<file path="config.mk">
export PLATFORM = sky130hd
export DESIGN_NAME = dpw_host
export DESIGN_NICKNAME = d
export VERILOG_FILES = /design/src/shared/dpw_pkg.sv /design/src/rtl/dpw_host.sv
export VERILOG_INCLUDE_DIRS = /design/src /design/src/shared
export SDC_FILE = /design/constraint.sdc
export NUM_CORES = 1
export LEC_CHECK = 0
export BUFFER_PORTS_ARGS = -buffer_cell sky130_fd_sc_hd__buf_2
export CORE_MARGIN = 2
export CORE_UTILIZATION = 44
export CTS_BUF_LIST = sky130_fd_sc_hd__clkbuf_8
export CTS_CLUSTER_DIAMETER = 50
export DETAILED_ROUTE_END_ITERATION = 6
export HOLD_SLACK_MARGIN = 0.12
export PLACE_DENSITY_LB_ADDON = 0.2
export RECOVER_POWER = 25
export SYNTH_ARGS = -nofsm -noshare
export SYNTH_HDL_FRONTEND = slang
export SYNTH_SLANG_ARGS = --single-unit
</file>
<file path="constraint.sdc">
create_clock -name clk_in -period 5.3 [get_ports clk_in]
set_clock_uncertainty 0.15 [all_clocks]
set_input_delay 0.53 -clock clk_in [delete_from_list [all_inputs] [get_ports clk_in]]
set_output_delay 0.53 -clock clk_in [all_outputs]
set_load 0.02 [all_outputs]
</file>
<file path="src/shared/dpw_consts.svh">
`ifndef DPW_CONSTS_SVH
`define DPW_CONSTS_SVH
// Overview of operation
// Array access: port select low, flag select high; flag access: the reverse.
// Device writes the array only while port select and write strobe are both low.
// Address changes only while write strobe, port select or both byte selects are high.
// Select going active with or after strobe low keeps device data pins floating.
// Never drive write data while the device may still drive its pins.
// With output enable low, strobe width covers float delay plus data set-up.
// Select stays active at least the enable-to-write-end minimum.
// Address is stable at least the address-to-write-end minimum before write end.
// Write data is valid at least the data-to-write-end minimum before write end.
// Write data is held at least data_hold_min after the write ends.
// Device floats its data outputs within the float delay after strobe low.
// Device may drive its outputs again no sooner than 0 ns after write end.
// Wait at least 5 ns after a flag write before reading that flag.
// Port select or both byte selects stay high across a flag write and read.
// A flag read returns the flag value on all sixteen data lines.
// Flag writes from two ports resolve in order only when 5 ns apart.
// Array writes update only byte lanes whose byte select is low.

// Slowest-grade minimums in ns, covering every grade.
`define DPW_EW_NS      45
`define DPW_AW_NS      45
`define DPW_WP_NS      40
`define DPW_DW_NS      30
`define DPW_WZ_NS      25
`define DPW_DH_NS      0
`define DPW_SWRD_NS    5
`define DPW_SPS_NS     5
`define DPW_CLK_NS     10
`define DPW_CYC_UP(ns) (((ns) + `DPW_CLK_NS - 1) / `DPW_CLK_NS)
`define DPW_ONE(x)     (((x) < 1) ? 1 : (x))
`define DPW_SETUP_CYC  `DPW_ONE(`DPW_CYC_UP(`DPW_WZ_NS))
`define DPW_PULSE_CYC  `DPW_ONE(`DPW_CYC_UP(`DPW_WP_NS))
`define DPW_DATA_CYC   `DPW_ONE(`DPW_CYC_UP(`DPW_DW_NS))
`define DPW_HOLD_CYC   `DPW_ONE(`DPW_CYC_UP(`DPW_DH_NS))
`define DPW_GAP_CYC    `DPW_ONE(`DPW_CYC_UP(`DPW_SWRD_NS))
`define DPW_EW_CYC     `DPW_ONE(`DPW_CYC_UP(`DPW_EW_NS))
`define DPW_AW_CYC     `DPW_ONE(`DPW_CYC_UP(`DPW_AW_NS))
`define DPW_CNT_W      3
`define DPW_AGE_W      4
`define DPW_ONES16     16'hFFFF
`define DPW_ZERO16     16'h0000
`endif

</file>
<file path="src/shared/dpw_pkg.sv">
package dpw_pkg;
	typedef enum logic [2:0] {
		DPW_IDLE,
		DPW_SETUP,
		DPW_STROBE,
		DPW_HOLD,
		DPW_GAP,
		DPW_READ
	} dpw_state_t;
endpackage

</file>
<file path="src/rtl/dpw_host.sv">
`timescale 1ns/1ps
`include "dpw_consts.svh"
module dpw_host
	import dpw_pkg::*;
#(
	parameter int ADDR_W = 14,
	parameter int DATA_W = 16
) (
	input  wire logic              clk_in,          // 100 MHz clock
	input  wire logic              rst_n_in,        // Async reset, low
	input  wire logic              req_valid_in,    // Request strobe
	input  wire logic              req_flag_in,     // 1: flag, 0: array
	input  wire logic              req_read_in,     // 1: read, 0: write
	input  wire logic [ADDR_W-1:0] req_addr_in,     // Word or flag address
	input  wire logic [DATA_W-1:0] req_wdata_in,    // Write data
	input  wire logic [1:0]        req_lanes_in,    // [1] high, [0] low lane
	input  wire logic [DATA_W-1:0] mem_data_in,     // Data pins, sampled
	output logic                   req_ready_out,   // Idle, may take request
	output logic                   rsp_valid_out,   // Read data pulse
	output logic [DATA_W-1:0]      rsp_data_out,    // Read data
	output logic                   port_sel_n_out,  // Array select
	output logic                   flag_select_n_out, // Flag select
	output logic                   wr_n_out,        // Write strobe
	output logic                   oe_n_out,        // Output enable
	output logic                   high_byte_sel_n_out, // High byte lane
	output logic                   low_byte_sel_n_out,  // Low byte lane
	output logic [ADDR_W-1:0]      mem_addr_out,    // Address pins
	output logic [DATA_W-1:0]      mem_data_out,    // Data pins, driven
	output logic                   mem_data_oe_out  // High while driving
);
	// ---------------------------------------------------------------
	// Sequencer
	// ---------------------------------------------------------------
	dpw_state_t                 state_q;
	logic [`DPW_CNT_W-1:0]      cnt_q;
	logic                       flag_q;
	logic                       read_q;
	logic                       after_wr_q;

	function automatic logic [`DPW_CNT_W-1:0] cyc(input int n);
		cyc = `DPW_CNT_W'(n - 1);
	endfunction

	wire logic cnt_done = (cnt_q == `DPW_CNT_W'(0));

	always_ff @(posedge clk_in or negedge rst_n_in) begin
		if (!rst_n_in) begin
			state_q    <= DPW_IDLE;
			cnt_q      <= '0;
			flag_q     <= 1'b0;
			read_q     <= 1'b0;
			after_wr_q <= 1'b0;
		end else begin
			case (state_q)
				DPW_IDLE: begin
					after_wr_q <= 1'b0;
					if (req_valid_in) begin
						flag_q <= req_flag_in;
						read_q <= req_read_in;
						// Select goes active before the strobe falls.
						state_q <= DPW_SETUP;
						cnt_q   <= cyc(`DPW_SETUP_CYC);
					end
				end
				DPW_SETUP: begin
					if (cnt_done) begin
						state_q <= read_q ? DPW_READ : DPW_STROBE;
						// Strobe low spans pulse width and data set-up.
						cnt_q   <= read_q ? cyc(`DPW_DATA_CYC)
							: cyc(`DPW_PULSE_CYC);
					end else begin
						cnt_q <= cnt_q - 1'b1;
					end
				end
				DPW_STROBE: begin
					if (cnt_done) begin
						state_q <= DPW_HOLD;
						cnt_q   <= cyc(`DPW_HOLD_CYC);
					end else begin
						cnt_q <= cnt_q - 1'b1;
					end
				end
				DPW_HOLD: begin
					if (cnt_done) begin
						// A flag write waits before its read-back.
						state_q <= flag_q ? DPW_GAP : DPW_IDLE;
						cnt_q   <= cyc(`DPW_GAP_CYC);
					end else begin
						cnt_q <= cnt_q - 1'b1;
					end
				end
				DPW_GAP: begin
					if (cnt_done) begin
						// Read-back shows who won a near tie.
						state_q    <= DPW_READ;
						read_q     <= 1'b1;
						after_wr_q <= 1'b1;
						cnt_q      <= cyc(`DPW_DATA_CYC);
					end else begin
						cnt_q <= cnt_q - 1'b1;
					end
				end
				DPW_READ: begin
					if (cnt_done) begin
						state_q <= DPW_IDLE;
					end else begin
						cnt_q <= cnt_q - 1'b1;
					end
				end
				default: begin
					state_q <= DPW_IDLE;
				end
			endcase
		end
	end

	// ---------------------------------------------------------------
	// Pin drive
	// ---------------------------------------------------------------
	wire logic active   = (state_q != DPW_IDLE);
	wire logic in_write = (state_q == DPW_SETUP && !read_q) ||
		state_q == DPW_STROBE || state_q == DPW_HOLD;
	wire logic start    = (state_q == DPW_IDLE) && req_valid_in;

	always_ff @(posedge clk_in or negedge rst_n_in) begin
		if (!rst_n_in) begin
			port_sel_n_out    <= 1'b1;
			flag_select_n_out <= 1'b1;
		end else if (start) begin
			port_sel_n_out    <= req_flag_in;
			flag_select_n_out <= !req_flag_in;
		end else if ((state_q == DPW_HOLD && !flag_q) ||
			(state_q == DPW_READ && cnt_done)) begin
			// Select stays held through the whole strobe, and a flag
			// select also through its read-back.
			port_sel_n_out    <= 1'b1;
			flag_select_n_out <= 1'b1;
		end
	end

	// The strobe is only low inside STROBE so it ends first.
	always_ff @(posedge clk_in or negedge rst_n_in) begin
		if (!rst_n_in) begin
			wr_n_out <= 1'b1;
		end else begin
			wr_n_out <= !((state_q == DPW_SETUP && cnt_done && !read_q) ||
				(state_q == DPW_STROBE && !cnt_done));
		end
	end

	// Output enable stays high while writing, so the device never drives
	// into our data. This costs a short strobe but is always safe.
	always_ff @(posedge clk_in or negedge rst_n_in) begin
		if (!rst_n_in) begin
			oe_n_out <= 1'b1;
		end else begin
			oe_n_out <= !((state_q == DPW_SETUP && cnt_done && read_q) ||
				(state_q == DPW_GAP && cnt_done) ||
				(state_q == DPW_READ && !cnt_done));
		end
	end

	// Flag cycles keep both byte lanes high; array lanes follow request.
	always_ff @(posedge clk_in or negedge rst_n_in) begin
		if (!rst_n_in) begin
			high_byte_sel_n_out <= 1'b1;
			low_byte_sel_n_out  <= 1'b1;
		end else if (start) begin
			high_byte_sel_n_out <= req_flag_in || !req_lanes_in[1];
			low_byte_sel_n_out  <= req_flag_in || !req_lanes_in[0];
		end else if (!active) begin
			high_byte_sel_n_out <= 1'b1;
			low_byte_sel_n_out  <= 1'b1;
		end
	end

	// Address loads only at start, while port and flag selects are still high.
	always_ff @(posedge clk_in or negedge rst_n_in) begin
		if (!rst_n_in) begin
			mem_addr_out <= '0;
		end else if (start) begin
			mem_addr_out <= req_addr_in;
		end
	end

	// Data drives from setup until one cycle after the strobe rises.
	always_ff @(posedge clk_in or negedge rst_n_in) begin
		if (!rst_n_in) begin
			mem_data_out    <= '0;
			mem_data_oe_out <= 1'b0;
		end else begin
			if (start) begin
				mem_data_out <= req_wdata_in;
			end
			mem_data_oe_out <= (start && !req_read_in) ||
				(in_write && !(state_q == DPW_HOLD && cnt_done));
		end
	end

	// ---------------------------------------------------------------
	// Request and answer
	// ---------------------------------------------------------------
	always_ff @(posedge clk_in or negedge rst_n_in) begin
		if (!rst_n_in) begin
			req_ready_out <= 1'b1;
			rsp_valid_out <= 1'b0;
			rsp_data_out  <= '0;
		end else begin
			req_ready_out <= !start && (!active ||
				(state_q == DPW_HOLD && cnt_done && !flag_q) ||
				(state_q == DPW_READ && cnt_done));
			rsp_valid_out <= state_q == DPW_READ && cnt_done;
			if (state_q == DPW_READ && cnt_done) begin
				// Flag state reads on all lines; bit 0 carries it.
				rsp_data_out <= flag_q ? {DATA_W{mem_data_in[0]}}
					: mem_data_in;
			end
		end
	end

	// ---------------------------------------------------------------
	// Check helpers
	// ---------------------------------------------------------------
	// Saturating ages measure the long minimums in a few bits, so no
	// check needs a long repetition. They never feed the pin logic.
	logic [`DPW_AGE_W-1:0]      sel_age_q;
	logic [`DPW_AGE_W-1:0]      load_age_q;

	function automatic logic [`DPW_AGE_W-1:0] age_step(
		input logic [`DPW_AGE_W-1:0] age
	);
		age_step = (&age) ? age : age + 1'b1;
	endfunction

	always_ff @(posedge clk_in or negedge rst_n_in) begin
		if (!rst_n_in) begin
			sel_age_q <= '0;
		end else if (port_sel_n_out && flag_select_n_out) begin
			sel_age_q <= '0;
		end else begin
			sel_age_q <= age_step(sel_age_q);
		end
	end

	always_ff @(posedge clk_in or negedge rst_n_in) begin
		if (!rst_n_in) begin
			load_age_q <= '0;
		end else if (start) begin
			load_age_q <= '0;
		end else begin
			load_age_q <= age_step(load_age_q);
		end
	end

	// ---------------------------------------------------------------
	// Checks
	// ---------------------------------------------------------------
	strobe_width_a: assert property (
		@(posedge clk_in) disable iff (!rst_n_in)
		$fell(wr_n_out) |-> !wr_n_out [*4])
		else $error("write strobe shorter than pulse minimum");
	sel_cover_a: assert property (
		@(posedge clk_in) disable iff (!rst_n_in)
		!wr_n_out |-> (port_sel_n_out != flag_select_n_out))
		else $error("select not valid during strobe");
	addr_stable_a: assert property (
		@(posedge clk_in) disable iff (!rst_n_in)
		!$stable(mem_addr_out) |-> $past(wr_n_out)
		&& $past(port_sel_n_out) && $past(flag_select_n_out))
		else $error("address moved during access");
	no_contend_a: assert property (
		@(posedge clk_in) disable iff (!rst_n_in)
		mem_data_oe_out |-> oe_n_out)
		else $error("data driven while device output enabled");
	data_hold_a: assert property (
		@(posedge clk_in) disable iff (!rst_n_in)
		$rose(wr_n_out) |-> mem_data_oe_out && $stable(mem_data_out))
		else $error("write data released with strobe");
	flag_lanes_a: assert property (
		@(posedge clk_in) disable iff (!rst_n_in)
		!flag_select_n_out |-> high_byte_sel_n_out
		&& low_byte_sel_n_out)
		else $error("byte lanes active in flag cycle");
	flag_gap_a: assert property (
		@(posedge clk_in) disable iff (!rst_n_in)
		$rose(wr_n_out) && !flag_select_n_out |-> oe_n_out [*2])
		else $error("flag read too soon after write");
	strobe_late_a: assert property (
		@(posedge clk_in) disable iff (!rst_n_in)
		$fell(wr_n_out) |-> $past(!port_sel_n_out || !flag_select_n_out))
		else $error("strobe fell before select");
	sel_long_a: assert property (
		@(posedge clk_in) disable iff (!rst_n_in)
		$rose(wr_n_out) |-> sel_age_q >= `DPW_AGE_W'(`DPW_EW_CYC))
		else $error("select shorter than enable-to-write-end minimum");
	addr_age_a: assert property (
		@(posedge clk_in) disable iff (!rst_n_in)
		$rose(wr_n_out) |-> load_age_q >= `DPW_AGE_W'(`DPW_AW_CYC))
		else $error("address not settled long enough before write end");
	data_age_a: assert property (
		@(posedge clk_in) disable iff (!rst_n_in)
		$rose(wr_n_out) |-> mem_data_oe_out
		&& load_age_q >= `DPW_AGE_W'(`DPW_DATA_CYC))
		else $error("write data not settled long enough before write end");
	oe_select_a: assert property (
		@(posedge clk_in) disable iff (!rst_n_in)
		!oe_n_out |-> (port_sel_n_out != flag_select_n_out))
		else $error("output enable with no access selected");
	sel_release_a: assert property (
		@(posedge clk_in) disable iff (!rst_n_in)
		$rose(port_sel_n_out) || $rose(flag_select_n_out)
		|-> $past(wr_n_out))
		else $error("select released while strobe low");
	readback_sel_a: assert property (
		@(posedge clk_in) disable iff (!rst_n_in)
		after_wr_q && state_q == DPW_READ |-> !flag_select_n_out
		&& port_sel_n_out)
		else $error("flag select dropped during read-back");
endmodule

</file>
### After elaboration in Yosys (flattened, before gate mapping)

Cells that the tools add are included.

| operators by class | value |
|---|---|
| mux-type cells | 26 |
| add/subtract/negate cells | 1 |
| equality and inequality tests | 13 |
| reductions and logical operators | 49 |

Operator list:

| operator | count |
|---|---|
| 3-bit 2-to-1 mux | 13 |
| 3-bit case mux with 6 select lines | 1 |
| 16-bit 2-to-1 mux | 1 |
| 1-bit logical AND | 15 |
| 3-bit case mux with 5 select lines | 1 |
| 2-bit != test (second input constant) | 7 |
| 1-bit logical NOT | 12 |
| 1-bit logical OR | 11 |
| 1-bit 2-to-1 mux | 9 |
| 3-bit by 2-bit equality test with 1-bit output (second input constant) | 2 |
| 3-bit equality test (second input constant) | 2 |
| 3-bit logical NOT | 2 |
| 3-bit AND reduction | 2 |
| 6-bit AND reduction | 1 |
| 5-bit nonzero test | 1 |
| 2-bit nonzero test | 2 |
| 3-bit by 1-bit equality test with 1-bit output (second input constant) | 1 |
| 3-bit nonzero test | 1 |
| 3-bit by 1-bit subtractor with 3-bit output (second input constant) | 1 |
| 2-bit by 1-bit != test with 1-bit output (second input constant) | 1 |
| 1-bit case mux with 2 select lines | 1 |
| 2-bit AND reduction | 1 |
| 2-bit OR reduction | 1 |

| storage, ports and cells | value |
|---|---|
| input port bits | 53 |
| bits in registers | 63 |

### Logic depth before layout (Yosys ltp)

| depth | value |
|---|---|
| depth after elaboration | 6 |
| depth in mapped cells | 8 |
| depth with buffers taken out | 6 |

### Worst setup path before layout

No wires, ideal clock.

| path | value |
|---|---|
| path kind | register -> register |
| from | reg cnt_q[0] |
| to | reg rsp_data_out[10] |
| library setup time | 0.133 ns |
| arrival time | 1.465 ns |
| cell stages (with the launch flop) | 9 |
| slack | 3.552 ns |
| period minus slack after synthesis | 1.748 ns |
| data required time | 5.017 ns |
| cells stage by stage | dfrtp_1 > inv_1 > ha_1 > nor2b_1 > buf_2 > nand4b_1 > clkbuf_1 > nand2_1 > o21ai_0 |

| between the ends | value |
|---|---|
| word-level cells in the longest chain between the ends | 2 |

RTL lines:

| item | RTL line | text |
|---|---|---|
| start: declaration | dpw_host.sv:35 | `` logic [`DPW_CNT_W-1:0] cnt_q; `` |
| start signal: assignment | dpw_host.sv:62 | `` cnt_q <= cyc(`DPW_SETUP_CYC); `` |
| start signal: assignment | dpw_host.sv:69 | `` cnt_q <= read_q ? cyc(`DPW_DATA_CYC) `` |
| start signal: assignment | dpw_host.sv:72 | `cnt_q <= cnt_q - 1'b1;` |
| 3-bit logical NOT | dpw_host.sv:44 | `` wire logic cnt_done = (cnt_q == `DPW_CNT_W'(0)); `` |
| 1-bit logical AND | dpw_host.sv:213 | `if (state_q == DPW_READ && cnt_done) begin` |
| end signal: assignment | dpw_host.sv:215 | `rsp_data_out <= flag_q ? {DATA_W{mem_data_in[0]}}` |
| end: declaration | dpw_host.sv:20 | `output logic [DATA_W-1:0] rsp_data_out,` |

No other way between the ends.
A chain may end at the register's enable or synchronous reset.

==> metrics.txt <==
Synth Cell Area=2730 µm²; Worst EP arrival=2900 ps; routed wire length=6150 µm; fmax=301 MHz; commonest cells after routing, fill and taps aside=nand2_1, buf_2, dfrtp_1; 1st-iter DRT viols=68; area leader, netlist=dfrtp_1; Worst R2R Start=cnt_q[0]; io pins=108; routability cong.=0.812; R2R setup slack=2350 ps; CTS Hold Bufs=0; Resized Gates After CTS=0; first-pass GRT wire length=10800 µm; DP Cell Count=463; crit path max fanout=63; hold depth=2; Max-slew headroom=-114%; vias in the first global route=2290; most common cell after layout, fill and taps aside=nand2_1; Hold Path Class=in2reg; Slowest Stage Delay on Critical Path=2260 ps; status=finished with violations; Row Count=28; Top delay family on crit path=buffers and inverters; Synth Net Count=353; final setup fails=0; Post-Synth Simple-Gate Area=22.4%; mux contribution to synthesized area=1.51%; Adder-Cell Fraction of Synth Area=0.916%; CTS buffer count=9; Placed Area=3280 µm²; Synth Area in Compound Gates=13.3%; Hold Path End=high_byte_sel_n_out; Pleak=1.81 nW; crit path max-delay cell type=clkbuf_1; layout cells sized above 1=33.2%; synthesized flop and latch total=63; worst-skew pair later-pin latency=330 ps; Peak supply drop=0.000307 V; CP endpoint kind=asynchronous set/reset pin; fill count=569; pin count of the biggest net entering global routing=64; Worst Max-Slew Pin Slew=3220 ps; hold_sp=req_lanes_in[1]; reg-to-reg endpoint=rsp_data_out[0]; clk buf depth=2; register area share after synthesis=58.0%; diode count=0; Synth Instances=298; largest family of logic cells by synthesized area=simple AND/OR/NAND/NOR gates; minimum clock period=3320 ps; setup TNS=0 ps; hpwl dp=4230 µm; drt wl/cell=12.8 µm; DR pass1 iterations=4; DRC=0; CP Cell Sequence=buf_2, clkbuf_1; hold_ws=186 ps; Vias/cell=4.98; maxcap violations=1; CTS sink cnt=63; DR vias=2386; worst r2r path cells=5; Crit Path Category=in2async; Post-CTS Setup Inserts=0; post-route setup slack=1980 ps; initial antenna violation count=0; RSZ-0062 raised after global routing=no; die area=6860 µm²; required time of the critical path=4880 ps; Critical Path Start Type=input pin; core area=5960 µm²; leading post-synthesis cells by cell area=dfrtp_1, nand2_1, dfstp_2, a21oi_1, o21ai_0; htree depth=3; Buf/Inv on CP=2; Routed Antenna Nets=0; final instance area=3480 µm²; Setup WS pre-CTS=2340 ps; fin cells=479; # nets final=454; Avg Inst Size Synth=9.17 µm²; failing checks=max-capacitance violations, max-slew violations; power density cells=642 nW/µm²; Yosys cell types=38; area share of the largest cell type after synthesis=51.3%; Clk pin slew, worst setup/hold paths=70 ps; Final Max Slew Viols=64; Post-Synth XOR/XNOR Area=0%; Final period util=62.7%; die height=82.8 µm; Final Hold Viols=0; CTS root buffer=clkbuf_8; GRT overflow=0; port bufs=107; total global-route track usage=19.4%; Die X=82.8 µm; CTS tree=done; YS warnings=0; initial core utilization=45.9%; synth-to-layout area growth=27.5%
cell usage after synthesis (all sizes together):
cell and n:
clkinv 1, a22oi 1, o21bai 2, a32o 1
a21boi 3, o32ai 2, or4 1, dfstp 7
nand3b 2, o22ai 3, a21oi 21, nand2b 6
inv 4, ha 2, mux2 1, dfrtp 56
a211oi 1, a221o 1, nor2 14, nor2b 2
nor3b 1, buf 9, a31oi 3, and3b 1
nand4b 1, nor3 3, and2 1, mux2i 3
or3 1, o22a 2, clkbuf 9, nand2 111
o221ai 1, o21ai 21
cell families (layout without fill, tap and decap cells):
| kind of cell | after synthesis | in the layout |
|---|---|---|
| AOI/OAI and AO/OA | 62 | 62 |
| adders and majority gates | 2 | 2 |
| buffers and inverters | 23 | 129 |
| DFF | 63 | 63 |
| muxes | 4 | 4 |
| and+or+nand+nor | 144 | 144 |
worst max path at each step:
stage / from / end / depth (start not counted)
after floorplan: cnt_q[0] / rsp_data_out[10] / 8
after global placement: cnt_q[0] / rsp_data_out[0] / 5
after detailed placement: cnt_q[0] / rsp_data_out[0] / 5
after CTS: cnt_q[0] / rsp_data_out[0] / 5
after global routing: rst_n_in / mem_addr_out[9] / 2
final: rst_n_in / mem_addr_out[13] / 2
state kept, by name, indices dropped and copies added (netlist names):
name / flops
cnt_q: 3
flag_q: 1
flag_select_n_out: 1
high_byte_sel_n_out: 1
low_byte_sel_n_out: 1
mem_addr_out: 14
mem_data_oe_out: 1
mem_data_out: 16
oe_n_out: 1
port_sel_n_out: 1
read_q: 1
req_ready_out: 1
rsp_data_out: 16
rsp_valid_out: 1
state_q: 3
wr_n_out: 1
where the power goes:
group          switching, mW  internal [mW]
registers              0.161          0.717
logic                  0.591          0.346
clock network          0.192          0.231
metal layers:
layer  vias to the layer above  share of wire [%]  GRT usage (%)  wire length [µm]
li1                       1189                  -              -                 -
met1                      1096                 46           25.9              2830
met2                        88                 45           29.3              2760
met3                        13                7.2           6.66               441
met4                         0                1.9           7.30               118
met5                         -                  0              0                 0
stage by stage:
stage | power, mW | util (%)
finish | 2.24 | 58.5
global route | 2.42 | 58.5
CTS | 2.27 | 58.6
detailed placement | 1.84 | 55.1
global placement | 1.81 | 55.1
floorplan | 1.52 | -
final cells by class:
class | count | area (µm²) | area share, %
repair buffers | 108 | 539 | 15.5
multi-input cells | 212 | 1040 | 29.9
well taps | 75 | 93.8 | 2.69
inverters | 5 | 18.8 | 0.539
clock inverters | 6 | 67.6 | 1.94
flip-flops and latches | 63 | 1590 | 45.5
clock buffers | 10 | 138 | 3.95
No activity file was read; power rests on OpenSTA's default activity.
